**config.mk**
```make
export PLATFORM = sky130hd
export DESIGN_NAME = hbridge_current_chop_control
export DESIGN_NICKNAME = d
export VERILOG_FILES = /design/src/rtl/hbridge_current_chop_control.v
export VERILOG_INCLUDE_DIRS = /design/src /design/src/rtl
export SDC_FILE = /design/constraint.sdc
export NUM_CORES = 1
export LEC_CHECK = 0
export ABC_AREA = 1
export BUFFER_PORTS_ARGS = -buffer_cell sky130_fd_sc_hd__buf_2
export CAP_MARGIN = 20
export CELL_PAD_IN_SITES_DETAIL_PLACEMENT = 0
export CELL_PAD_IN_SITES_GLOBAL_PLACEMENT = 1
export CORE_MARGIN = 10
export CORE_UTILIZATION = 43
export DETAILED_ROUTE_END_ITERATION = 8
export PLACE_DENSITY_LB_ADDON = 0.1
export SYNTH_ARGS = -nofsm -noshare
export SYNTH_HDL_FRONTEND = slang
export SYNTH_SLANG_ARGS = --single-unit
```
**constraint.sdc**
```tcl
create_clock -name aclk -period 4.4 [get_ports aclk]
set_input_delay 0.22 -clock aclk [delete_from_list [all_inputs] [get_ports aclk]]
set_output_delay 0.22 -clock aclk [all_outputs]
set_load 0.02 [all_outputs]
```
**src/rtl/chop_ctrl_regs.vh**
```
// constants for the h-bridge current chopping controller
// assumes a 200 mhz aclk and an axi4-lite register bus
`ifndef CHOP_CTRL_REGS_VH
`define CHOP_CTRL_REGS_VH
// register byte offsets
`define REG_CONTROL 12'h000
`define REG_STATUS 12'h004
`define REG_PERIOD 12'h008
`define REG_OCP_TIME 12'h00c
// control field positions
`define CTL_ENABLE 0
`define CTL_DIR 1
`define CTL_RESET_N 2
`define CTL_SLEEP_N 3
`define CTL_LEVEL_LSB 4
`define CTL_LEVEL_MSB 8
// reset values
`define CONTROL_RESET 32'h0000000c
`define PERIOD_RESET 16'h0fa0
`define OCP_TIME_RESET 16'h00c8
// timing
`define CLK_MHZ 200
`define BLANK_NS 3750
`define BLANK_CYCLES ((`BLANK_NS * `CLK_MHZ + 999) / 1000)
// decay codes
`define DECAY_SLOW 2'h0
`define DECAY_MIXED 2'h1
`define DECAY_FAST 2'h2
`endif

```
**src/rtl/hbridge_current_chop_control.v**
```verilog
// h-bridge current chopping control logic with an axi4-lite register slave
// assumes async comparator and fault indications and a tri-state decay pin sensed as two levels
`include "chop_ctrl_regs.vh"

// Summary of operation
// - bridge enable low: both outputs float
// - direction one: a high b low, else reverse
// - drive each period start, stop at threshold
// - sense times five against scaled reference
// - level code via sine table, top two full
// - table spans zero to full scale
// - decay pin: low slow, open mixed, high fast
// - fast decay reverses, then off near zero
// - slow decay turns both low sides on
// - mixed: fast then slow from 75 percent
// - comparator ignored during blanking after each drive start
// - blanking is also the minimum on-time
// - reset clears logic, disables bridge, ignores inputs except overtemperature, which still drives the fault output
// - sleep disables bridge, holds overcurrent count, ignores inputs
// - persistent current limit shuts bridge, fault low
// - overcurrent latch held until reset or power
// - overcurrent path separate from chopping sense
// - overtemperature disables bridge, auto resumes
// - undervoltage clears overcurrent latch and sequencer, registers kept, resumes on clear
module hbridge_current_chop_control (
   // clock, reset, clock enable
   input wire aclk,
   input wire aresetn,
   input wire clk_en,
   // axi4-lite slave
   input wire [11:0] s_axi_awaddr,
   input wire s_axi_awvalid,
   output wire s_axi_awready,
   input wire [31:0] s_axi_wdata,
   input wire [3:0] s_axi_wstrb,
   input wire s_axi_wvalid,
   output wire s_axi_wready,
   output reg [1:0] s_axi_bresp,
   output reg s_axi_bvalid,
   input wire s_axi_bready,
   input wire [11:0] s_axi_araddr,
   input wire s_axi_arvalid,
   output wire s_axi_arready,
   output reg [31:0] s_axi_rdata,
   output reg [1:0] s_axi_rresp,
   output reg s_axi_rvalid,
   input wire s_axi_rready,
   // asynchronous analog indications
   input wire chop_compare_in,
   input wire [3:0] fet_current_limit_in,
   input wire thermal_shutdown_in,
   input wire supply_undervoltage_lock_in,
   input wire decay_high_in,
   input wire decay_low_in,
   // bridge drive
   output reg bridge_a_high,
   output reg bridge_a_low,
   output reg bridge_b_high,
   output reg bridge_b_low,
   output reg [6:0] level_percent,
   output reg sleep_active,
   output reg fault_output_n_oe
);

   // ***********************************************************
   // input synchronisers
   // ***********************************************************
   localparam NSYNC = 8;
   reg [NSYNC-1:0] sync1;
   reg [NSYNC-1:0] sync2;
   reg [NSYNC-1:0] sync3;
   reg [NSYNC-1:0] clean;
   wire [NSYNC-1:0] raw_in = {decay_low_in, decay_high_in, supply_undervoltage_lock_in, thermal_shutdown_in,
      fet_current_limit_in};
   wire chop_hit;
   // three stages, accept change when second and third agree
   genvar gi;
   generate
      for (gi = 0; gi < NSYNC; gi = gi + 1) begin : g_sync
         always @(posedge aclk) begin
            if (!aresetn) begin
               sync1[gi] <= 1'b0;
               sync2[gi] <= 1'b0;
               sync3[gi] <= 1'b0;
               clean[gi] <= 1'b0;
            end else if (clk_en) begin
               sync1[gi] <= raw_in[gi];
               sync2[gi] <= sync1[gi];
               sync3[gi] <= sync2[gi];
               if (sync2[gi] == sync3[gi])
                  clean[gi] <= sync3[gi];
            end
         end
      end
   endgenerate
   reg cmp1, cmp2, cmp3, cmp_clean;
   // comparator: sense*5 vs scaled reference, done in the analog front end
   always @(posedge aclk) begin
      if (!aresetn) begin
         cmp1 <= 1'b0;
         cmp2 <= 1'b0;
         cmp3 <= 1'b0;
         cmp_clean <= 1'b0;
      end else if (clk_en) begin
         cmp1 <= chop_compare_in;
         cmp2 <= cmp1;
         cmp3 <= cmp2;
         if (cmp2 == cmp3)
            cmp_clean <= cmp3;
      end
   end
   assign chop_hit = cmp_clean;
   wire any_limit = |clean[3:0];
   wire hot = clean[4];
   wire supply_undervoltage_lock = clean[5];

   // ***********************************************************
   // register file
   // ***********************************************************
   reg [31:0] control;
   reg [15:0] period_cycles;
   reg [15:0] ocp_cycles;
   reg aw_held, w_held;
   reg [11:0] aw_addr;
   reg [31:0] w_data;
   reg [3:0] w_strb;
   reg ocp_latched;
   reg [1:0] decay_mode;
   reg [2:0] phase_state;
   wire sw_reset_n = control[`CTL_RESET_N];
   wire sw_sleep_n = control[`CTL_SLEEP_N];
   wire [4:0] level_code = control[`CTL_LEVEL_MSB:`CTL_LEVEL_LSB];
   wire logic_run = sw_reset_n & sw_sleep_n & ~supply_undervoltage_lock;
   assign s_axi_awready = ~aw_held & ~s_axi_bvalid;
   assign s_axi_wready = ~w_held & ~s_axi_bvalid;
   assign s_axi_arready = ~s_axi_rvalid;
   wire do_write = aw_held & w_held & ~s_axi_bvalid;
   wire wr_ok = (aw_addr == `REG_CONTROL) | (aw_addr == `REG_PERIOD) | (aw_addr == `REG_OCP_TIME);
   // byte-lane merge
   function [31:0] merge;
      input [31:0] old;
      input [31:0] nw;
      input [3:0] st;
      integer k;
      begin
         merge = old;
         for (k = 0; k < 4; k = k + 1)
            if (st[k])
               merge[k*8 +: 8] = nw[k*8 +: 8];
      end
   endfunction
   wire [31:0] next_control = merge(control, w_data, w_strb);
   wire [31:0] next_period = merge({16'h0000, period_cycles}, w_data, w_strb);
   wire [31:0] next_ocp = merge({16'h0000, ocp_cycles}, w_data, w_strb);
   // write channel capture and commit
   always @(posedge aclk) begin
      if (!aresetn) begin
         aw_held <= 1'b0;
         w_held <= 1'b0;
         aw_addr <= 12'h000;
         w_data <= 32'h00000000;
         w_strb <= 4'h0;
         s_axi_bvalid <= 1'b0;
         s_axi_bresp <= 2'h0;
         control <= `CONTROL_RESET;
         period_cycles <= `PERIOD_RESET;
         ocp_cycles <= `OCP_TIME_RESET;
      end else if (clk_en) begin
         if (s_axi_awvalid & s_axi_awready) begin
            aw_held <= 1'b1;
            aw_addr <= {s_axi_awaddr[11:2], 2'h0};
         end
         if (s_axi_wvalid & s_axi_wready) begin
            w_held <= 1'b1;
            w_data <= s_axi_wdata;
            w_strb <= s_axi_wstrb;
         end
         if (do_write) begin
            aw_held <= 1'b0;
            w_held <= 1'b0;
            s_axi_bvalid <= 1'b1;
            s_axi_bresp <= wr_ok ? 2'h0 : 2'h2;
            if (aw_addr == `REG_CONTROL)
               control <= {23'h000000, next_control[8:0]};
            if (aw_addr == `REG_PERIOD)
               period_cycles <= next_period[15:0];
            if (aw_addr == `REG_OCP_TIME)
               ocp_cycles <= next_ocp[15:0];
         end else if (s_axi_bvalid & s_axi_bready)
            s_axi_bvalid <= 1'b0;
      end
   end
   // read channel
   always @(posedge aclk) begin
      if (!aresetn) begin
         s_axi_rvalid <= 1'b0;
         s_axi_rdata <= 32'h00000000;
         s_axi_rresp <= 2'h0;
      end else if (clk_en) begin
         if (s_axi_arvalid & s_axi_arready) begin
            s_axi_rvalid <= 1'b1;
            s_axi_rresp <= 2'h0;
            case ({s_axi_araddr[11:2], 2'h0})
               `REG_CONTROL: s_axi_rdata <= control;
               `REG_STATUS: s_axi_rdata <= {20'h00000, phase_state, decay_mode, chop_hit, supply_undervoltage_lock, hot,
                  ocp_latched, ~fault_output_n_oe, sleep_active, logic_run};
               `REG_PERIOD: s_axi_rdata <= {16'h0000, period_cycles};
               `REG_OCP_TIME: s_axi_rdata <= {16'h0000, ocp_cycles};
               default: begin
                  s_axi_rdata <= 32'h00000000;
                  s_axi_rresp <= 2'h2;
               end
            endcase
         end else if (s_axi_rvalid & s_axi_rready)
            s_axi_rvalid <= 1'b0;
      end
   end

   // ***********************************************************
   // level table and decay decode
   // ***********************************************************
   // relative current in percent of full scale
   always @(posedge aclk) begin
      if (!aresetn)
         level_percent <= 7'h00;
      else if (clk_en & logic_run) begin
         case (level_code)
            5'h00: level_percent <= 7'd0;  5'h01: level_percent <= 7'd5;
            5'h02: level_percent <= 7'd10; 5'h03: level_percent <= 7'd15;
            5'h04: level_percent <= 7'd20; 5'h05: level_percent <= 7'd24;
            5'h06: level_percent <= 7'd29; 5'h07: level_percent <= 7'd34;
            5'h08: level_percent <= 7'd38; 5'h09: level_percent <= 7'd43;
            5'h0a: level_percent <= 7'd47; 5'h0b: level_percent <= 7'd51;
            5'h0c: level_percent <= 7'd56; 5'h0d: level_percent <= 7'd60;
            5'h0e: level_percent <= 7'd63; 5'h0f: level_percent <= 7'd67;
            5'h10: level_percent <= 7'd71; 5'h11: level_percent <= 7'd74;
            5'h12: level_percent <= 7'd77; 5'h13: level_percent <= 7'd80;
            5'h14: level_percent <= 7'd83; 5'h15: level_percent <= 7'd86;
            5'h16: level_percent <= 7'd88; 5'h17: level_percent <= 7'd90;
            5'h18: level_percent <= 7'd92; 5'h19: level_percent <= 7'd94;
            5'h1a: level_percent <= 7'd96; 5'h1b: level_percent <= 7'd97;
            5'h1c: level_percent <= 7'd98; 5'h1d: level_percent <= 7'd99;
            default: level_percent <= 7'd100;
         endcase
      end
   end
   // tri-state decay pin sensed as two comparators
   always @(posedge aclk) begin
      if (!aresetn)
         decay_mode <= `DECAY_SLOW;
      else if (clk_en & logic_run) begin
         if (clean[6])
            decay_mode <= `DECAY_FAST;
         else if (clean[7])
            decay_mode <= `DECAY_SLOW;
         else
            decay_mode <= `DECAY_MIXED;
      end
   end

   // ***********************************************************
   // protection
   // ***********************************************************
   reg [15:0] ocp_count;
   // qualify persistent current limit, latch until reset or power loss
   always @(posedge aclk) begin
      if (!aresetn) begin
         ocp_count <= 16'h0000;
         ocp_latched <= 1'b0;
      end else if (clk_en) begin
         if (!sw_reset_n | supply_undervoltage_lock) begin
            ocp_count <= 16'h0000;
            ocp_latched <= 1'b0;
         end else if (sw_sleep_n) begin
            if (any_limit) begin
               if (ocp_count >= ocp_cycles)
                  ocp_latched <= 1'b1;
               else
                  ocp_count <= ocp_count + 16'h0001;
            end else
               ocp_count <= 16'h0000;
         end
      end
   end
   wire fault = ocp_latched | hot;
   wire bridge_ok = logic_run & control[`CTL_ENABLE] & ~fault;

   // ***********************************************************
   // pwm chopping sequencer
   // ***********************************************************
   localparam ST_OFF = 3'h0;
   localparam ST_DRIVE = 3'h1;
   localparam ST_FAST = 3'h2;
   localparam ST_SLOW = 3'h3;
   localparam ST_IDLE = 3'h4;
   localparam [31:0] BLANK_WIDE = `BLANK_CYCLES;
   localparam [15:0] BLANK = BLANK_WIDE[15:0];
   reg [15:0] pwm_count;
   reg [15:0] on_count;
   wire [17:0] period_x3 = {2'h0, period_cycles} + {1'b0, period_cycles, 1'b0};
   wire [15:0] mix_point = period_x3[17:2]; // 75 percent of period
   wire period_end = (pwm_count >= period_cycles - 16'h0001);
   wire blank_done = (on_count >= BLANK);
   // fast decay ends when the sense drops, taken as current near zero
   always @(posedge aclk) begin
      if (!aresetn) begin
         phase_state <= ST_OFF;
         pwm_count <= 16'h0000;
         on_count <= 16'h0000;
      end else if (clk_en) begin
         if (!bridge_ok) begin
            phase_state <= ST_OFF;
            pwm_count <= 16'h0000;
            on_count <= 16'h0000;
         end else if (period_end | (phase_state == ST_OFF)) begin
            phase_state <= ST_DRIVE;
            pwm_count <= 16'h0000;
            on_count <= 16'h0000;
         end else begin
            pwm_count <= pwm_count + 16'h0001;
            case (phase_state)
               ST_DRIVE: begin
                  on_count <= on_count + 16'h0001;
                  if (blank_done & chop_hit) begin
                     if (decay_mode == `DECAY_SLOW)
                        phase_state <= ST_SLOW;
                     else if (decay_mode == `DECAY_MIXED & pwm_count >= mix_point)
                        phase_state <= ST_SLOW;
                     else
                        phase_state <= ST_FAST;
                  end
               end
               ST_FAST: begin
                  if (decay_mode == `DECAY_MIXED & pwm_count >= mix_point)
                     phase_state <= ST_SLOW;
                  else if (!chop_hit)
                     phase_state <= ST_IDLE;
               end
               ST_SLOW: phase_state <= ST_SLOW;
               // mixed decay waits off until the slow part of the period
               ST_IDLE: begin
                  if (decay_mode == `DECAY_MIXED & pwm_count >= mix_point)
                     phase_state <= ST_SLOW;
               end
               default: phase_state <= ST_OFF;
            endcase
         end
      end
   end

   // ***********************************************************
   // gate outputs
   // ***********************************************************
   always @(posedge aclk) begin
      if (!aresetn) begin
         bridge_a_high <= 1'b0;
         bridge_a_low <= 1'b0;
         bridge_b_high <= 1'b0;
         bridge_b_low <= 1'b0;
         sleep_active <= 1'b0;
         fault_output_n_oe <= 1'b0;
      end else if (clk_en) begin
         sleep_active <= ~sw_sleep_n;
         fault_output_n_oe <= fault & sw_sleep_n & ~supply_undervoltage_lock;
         case (phase_state)
            ST_DRIVE: begin
               bridge_a_high <= control[`CTL_DIR];
               bridge_a_low <= ~control[`CTL_DIR];
               bridge_b_high <= ~control[`CTL_DIR];
               bridge_b_low <= control[`CTL_DIR];
            end
            ST_FAST: begin
               bridge_a_high <= ~control[`CTL_DIR];
               bridge_a_low <= control[`CTL_DIR];
               bridge_b_high <= control[`CTL_DIR];
               bridge_b_low <= ~control[`CTL_DIR];
            end
            ST_SLOW: begin
               bridge_a_high <= 1'b0;
               bridge_a_low <= 1'b1;
               bridge_b_high <= 1'b0;
               bridge_b_low <= 1'b1;
            end
            default: begin
               bridge_a_high <= 1'b0;
               bridge_a_low <= 1'b0;
               bridge_b_high <= 1'b0;
               bridge_b_low <= 1'b0;
            end
         endcase
         if (!bridge_ok) begin
            bridge_a_high <= 1'b0;
            bridge_a_low <= 1'b0;
            bridge_b_high <= 1'b0;
            bridge_b_low <= 1'b0;
         end
      end
   end

endmodule

```
==> results.rst <==
.. list-table::
   :header-rows: 1

   * - Metric
     - Value
   * - Initial standard-cell utilization of the core
     - 43.42%
   * - Result of the run
     - finished, final reports clean
   * - Combinational share of power
     - 7.4%
   * - Util after Layout
     - 48.43%
   * - Fin. max-slew vios
     - 0
   * - Signal arrival time at the worst endpoint
     - 4050 ps
   * - Sequential cell fraction of total power
     - 49.6%
   * - Num CTS Buffers
     - 17
   * - Final wirelength
     - 31020 um
   * - Primary flip-flop cell chosen by synthesis mapping
     - sky130_fd_sc_hd__dfxtp_1
   * - Worst-Skew Late Latency
     - 450 ps
   * - Minimum clock period
     - 3715 ps
   * - Synthesized instance count
     - 1543
   * - Leakage Power
     - 5.289 nW
   * - Final nets
     - 1783
   * - Antenna fix cells
     - 0
   * - Area share of the largest cell type after synthesis
     - 34.52%
   * - Number of search-and-repair iterations in the first detailed-routing pass
     - 7
   * - Worst hold path endpoint
     - sync1[1]$_SDFFE_PN0P_
   * - Final design area excluding fillers
     - 0.01255 mm2
   * - Clock tree from TritonCTS
     - yes
   * - Total of buffers placed on input and output ports
     - 90
   * - Vias per cell
     - 5.120
   * - Post-synth ARST share
     - 0%
   * - Antenna Nets Post-Route
     - 0
   * - Clock slew at the register clock pins of the worst setup and hold paths
     - 90 ps
   * - Count of cells along the worst hold path
     - 3
   * - Tightest Pin Transition
     - 977.7 ps
   * - Largest stage delay, worst path
     - 450 ps
   * - Required time worst endpoint
     - 4740 ps
   * - Number of enable-type register cells in the synthesized netlist
     - 0
   * - Drc violations
     - 0
   * - Top metal layer carrying routed signals
     - met4
   * - Site row count
     - 59
   * - Non-filler cells in the finished layout
     - 1960
   * - Most frequent cell after synthesis
     - sky130_fd_sc_hd__nand2_1
   * - Number of setup buffers added after CTS
     - 0
   * - Die height
     - 181.8 um
   * - Worst setup slack for register-to-register paths
     - 680 ps
   * - Total number of clock tree sinks
     - 194
   * - Maximum clock frequency
     - 269.2 MHz
   * - Number of antenna violations at the first check in global routing
     - 0
   * - Wirelength per Cell
     - 15.83 um
   * - Final HPWL DP
     - 23180 um
   * - Remaining global-route overflow
     - 0
   * - Number of buffer and inverter instances along the worst setup path
     - 1
   * - Ports
     - 131
   * - H-tree levels
     - 4
   * - Placer Congestion
     - 0.8735
   * - Unrepaired setup endpoints after global routing
     - false
   * - Internal power of the cells
     - 2.660 mW
   * - Path class of the lowest-slack min-delay path
     - in -> reg
   * - Startpoint Class
     - flip-flop
   * - Area of placed instances
     - 0.01186 mm2
   * - Number of gates resized after cts
     - 0
   * - Cell variety after synth
     - 55
   * - IR drop worst, VDD
     - 0.2224 mV
   * - Number of buffers added to fix hold violations after cts
     - 8
   * - Critical path capture point type
     - flip-flop
   * - Final worst-path cycle share
     - 84.44%
   * - Routed wl met2
     - 14490 um
   * - Cell with the most instances on the worst path
     - sky130_fd_sc_hd__nand2_1
   * - Endpoints failing setup
     - 0
   * - Count of endpoints failing hold in the final timing report
     - 0
   * - Die width
     - 181.8 um
   * - Power per unit of standard cell area
     - 295.2 mW/mm2
   * - Core area
     - 0.02591 mm2
   * - Total of max-cap violations
     - 0
   * - Vias in the first global route
     - 9796
   * - Met3 layer wire length in the routed design
     - 1175 um
   * - WL met1
     - 14960 um
   * - Slowest library cell on the worst path
     - sky130_fd_sc_hd__dfxtp_1
   * - Placed instance count
     - 1920
   * - Sequential-to-total area share from yosys stat
     - 34.52%
   * - Total of warnings raised by yosys
     - 0
   * - GRT Overall Usage
     - 18.63%
   * - PnR worst setup slack
     - 684.7 ps
   * - Leading area contributor after synthesis
     - sky130_fd_sc_hd__dfxtp_1
   * - Most used standard cells in the synthesized netlist
     - sky130_fd_sc_hd__nand2_1, sky130_fd_sc_hd__dfxtp_1, sky130_fd_sc_hd__nor2_1
   * - Capturing point of the worst reg2reg path
     - phase_state[1]$_SDFFE_PN0P_
   * - Critical path fanouts, max
     - 5
   * - Cells on worst reg2reg path
     - 21
   * - Switching share of power
     - 28.19%
   * - First-pass GRT wire length
     - 50760 um
   * - Number of flip-flops and latches in the synthesized netlist
     - 194
   * - Sum Neg Setup Slack
     - 0 ps
   * - Violation count after the first detailed-route iteration
     - 593
   * - Clock power share
     - 43.0%
   * - Biggest area contributors in the synthesized netlist
     - sky130_fd_sc_hd__dfxtp_1, sky130_fd_sc_hd__ha_1, sky130_fd_sc_hd__nand2_1
   * - Share of cells above drive strength 1
     - 12.37%
   * - Number of vias after detailed routing
     - 10040
   * - P&R area growth vs syn
     - 11.53%
   * - P_sw
     - 1.044 mW
   * - Buffers from clock root to sink, at most
     - 2
   * - Crit path cell chain
     - inv_1, ha_1, a21oi_1, nand2_1, nand4_1, nand2_1, a21boi_0, o21ai_1, a21oi_1, xor2_1, ha_1, nand4_1, a21oi_1, nor2_1, nand2_1, a21oi_1, nand3_1, nand2_2, nand2_1, nand2_1, nor2_1
   * - Avg Synthesized Cell Area
     - 7.292 um2
   * - Worst Hold Launch
     - fet_current_limit_in[1]
   * - Relative slew slack
     - 34.58%
   * - Setup Slack @ Placement
     - 669.7 ps
   * - Gate family responsible for the most delay along the worst path
     - simple AND/OR/NAND/NOR gates
   * - Post-Route Skew
     - 15.74 ps
   * - Pin count of the biggest net entering global routing
     - 99
   * - Crit Reg-Reg Startpoint
     - period_cycles[2]$_SDFFE_PN0P_
   * - Mapped cell area
     - 0.01125 mm2
   * - Clk Tree Root Cell
     - sky130_fd_sc_hd__clkbuf_16
   * - Total die area
     - 0.03303 mm2
   * - Type of the worst setup path
     - reg -> reg
registers in the layout (all words and copies together), names as in the netlist, 9 cells and up:
name,flops
period_cycles,16
s_axi_rdata,16
ocp_cycles,16
aw_addr,10
w_data,16
pwm_count,16
control,9
on_count,16
ocp_count,16
how the worst max path moves through the flow:
stage | from | end | depth (start not counted) | slack [ps]
after floorplan | period_cycles[2]$_SDFFE_PN0P_ | phase_state[1]$_SDFFE_PN0P_ | 21 | 1270
after global placement | period_cycles[2]$_SDFFE_PN0P_ | on_count[4]$_SDFFE_PN0P_ | 20 | 710
after detailed placement | period_cycles[2]$_SDFFE_PN0P_ | phase_state[0]$_SDFFE_PN0P_ | 21 | 670
after CTS | period_cycles[2]$_SDFFE_PN0P_ | phase_state[0]$_SDFFE_PN0P_ | 21 | 660
after global routing | period_cycles[2]$_SDFFE_PN0P_ | on_count[4]$_SDFFE_PN0P_ | 22 | 320
final | period_cycles[2]$_SDFFE_PN0P_ | phase_state[1]$_SDFFE_PN0P_ | 21 | 680
power groups by stage:
stage	clock, mW	sequential (mW)	combinational (mW)
after floorplan	0	1.87	0.199
after global placement	0	1.88	0.269
after detailed placement	0	1.88	0.271
after CTS	1.64	1.84	0.277
after global routing	1.69	1.84	0.311
final	1.59	1.84	0.274
area by class of cell:
class                           count  area, um2
Clock buffer                       17      425.4
Sequential cell                   194       3884
Inverter                          149      559.3
Tap cell                          335      419.2
Clock inverter                     15      187.7
Timing Repair Buffer              105      583.1
Fill cell                        2683      13360
Multi-Input combinational cell   1145       6490
kinds of logic (layout without fill, tap and decap cells):
| family | count (synthesis) | count (layout) | share of synthesized area (%) |
|---|---|---|---|
| XOR/XNOR | 48 | 48 | 3.737 |
| adder cells (fa/ha/maj) | 94 | 94 | 10.52 |
| flip-flops | 194 | 194 | 34.52 |
| AO/OA/AOI/OAI | 376 | 376 | 18.33 |
| buffers and inverters | 221 | 286 | 8.419 |
| other | 1 | 18 | 0.03333 |
| AND/OR/NAND/NOR | 609 | 609 | 24.44 |
cells in the final DEF (no fill, tap or decap), drive strengths merged, types with 5 or more instances in the layout:
| cell type | count |
|---|---|
| a211oi | 14 |
| a21oi | 169 |
| buf | 97 |
| clkbuf | 17 |
| clkinv | 13 |
| conb | 18 |
| dfxtp | 194 |
| dlygate4sd3 | 8 |
| ha | 93 |
| inv | 151 |
| nand2 | 263 |
| nand3 | 60 |
| nand4 | 19 |
| nor2 | 200 |
| nor3 | 45 |
| nor3b | 5 |
| nor4 | 7 |
| o211ai | 7 |
| o21ai | 145 |
| o21bai | 6 |
| o22ai | 24 |
| or2 | 8 |
| xnor2 | 10 |
| xor2 | 38 |
per-stage QoR:
stage | hold slack (ps) | total power [mW]
2_1_floorplan | 354.9 | 2.067
3_3_place_gp | 441.3 | 2.146
3_5_place_dp | 448.9 | 2.148
4_1_cts | 1.552 | 3.753
5_1_grt | 16.29 | 3.847
6_report | 5.041 | 3.704
routing by layer:
layer	GRT usage [%]	up-vias
li1	-	5252
met1	23.92	4579
met4	3.938	0
met5	0	-
met3	3.618	27
met2	31.61	177
worst min-delay path: stages:
cell and delay (ps):
sky130_fd_sc_hd__buf_2 80, sky130_fd_sc_hd__nor2_1 40, sky130_fd_sc_hd__nor2_1 90
Note: power is estimated with default switching activity, not from simulation.
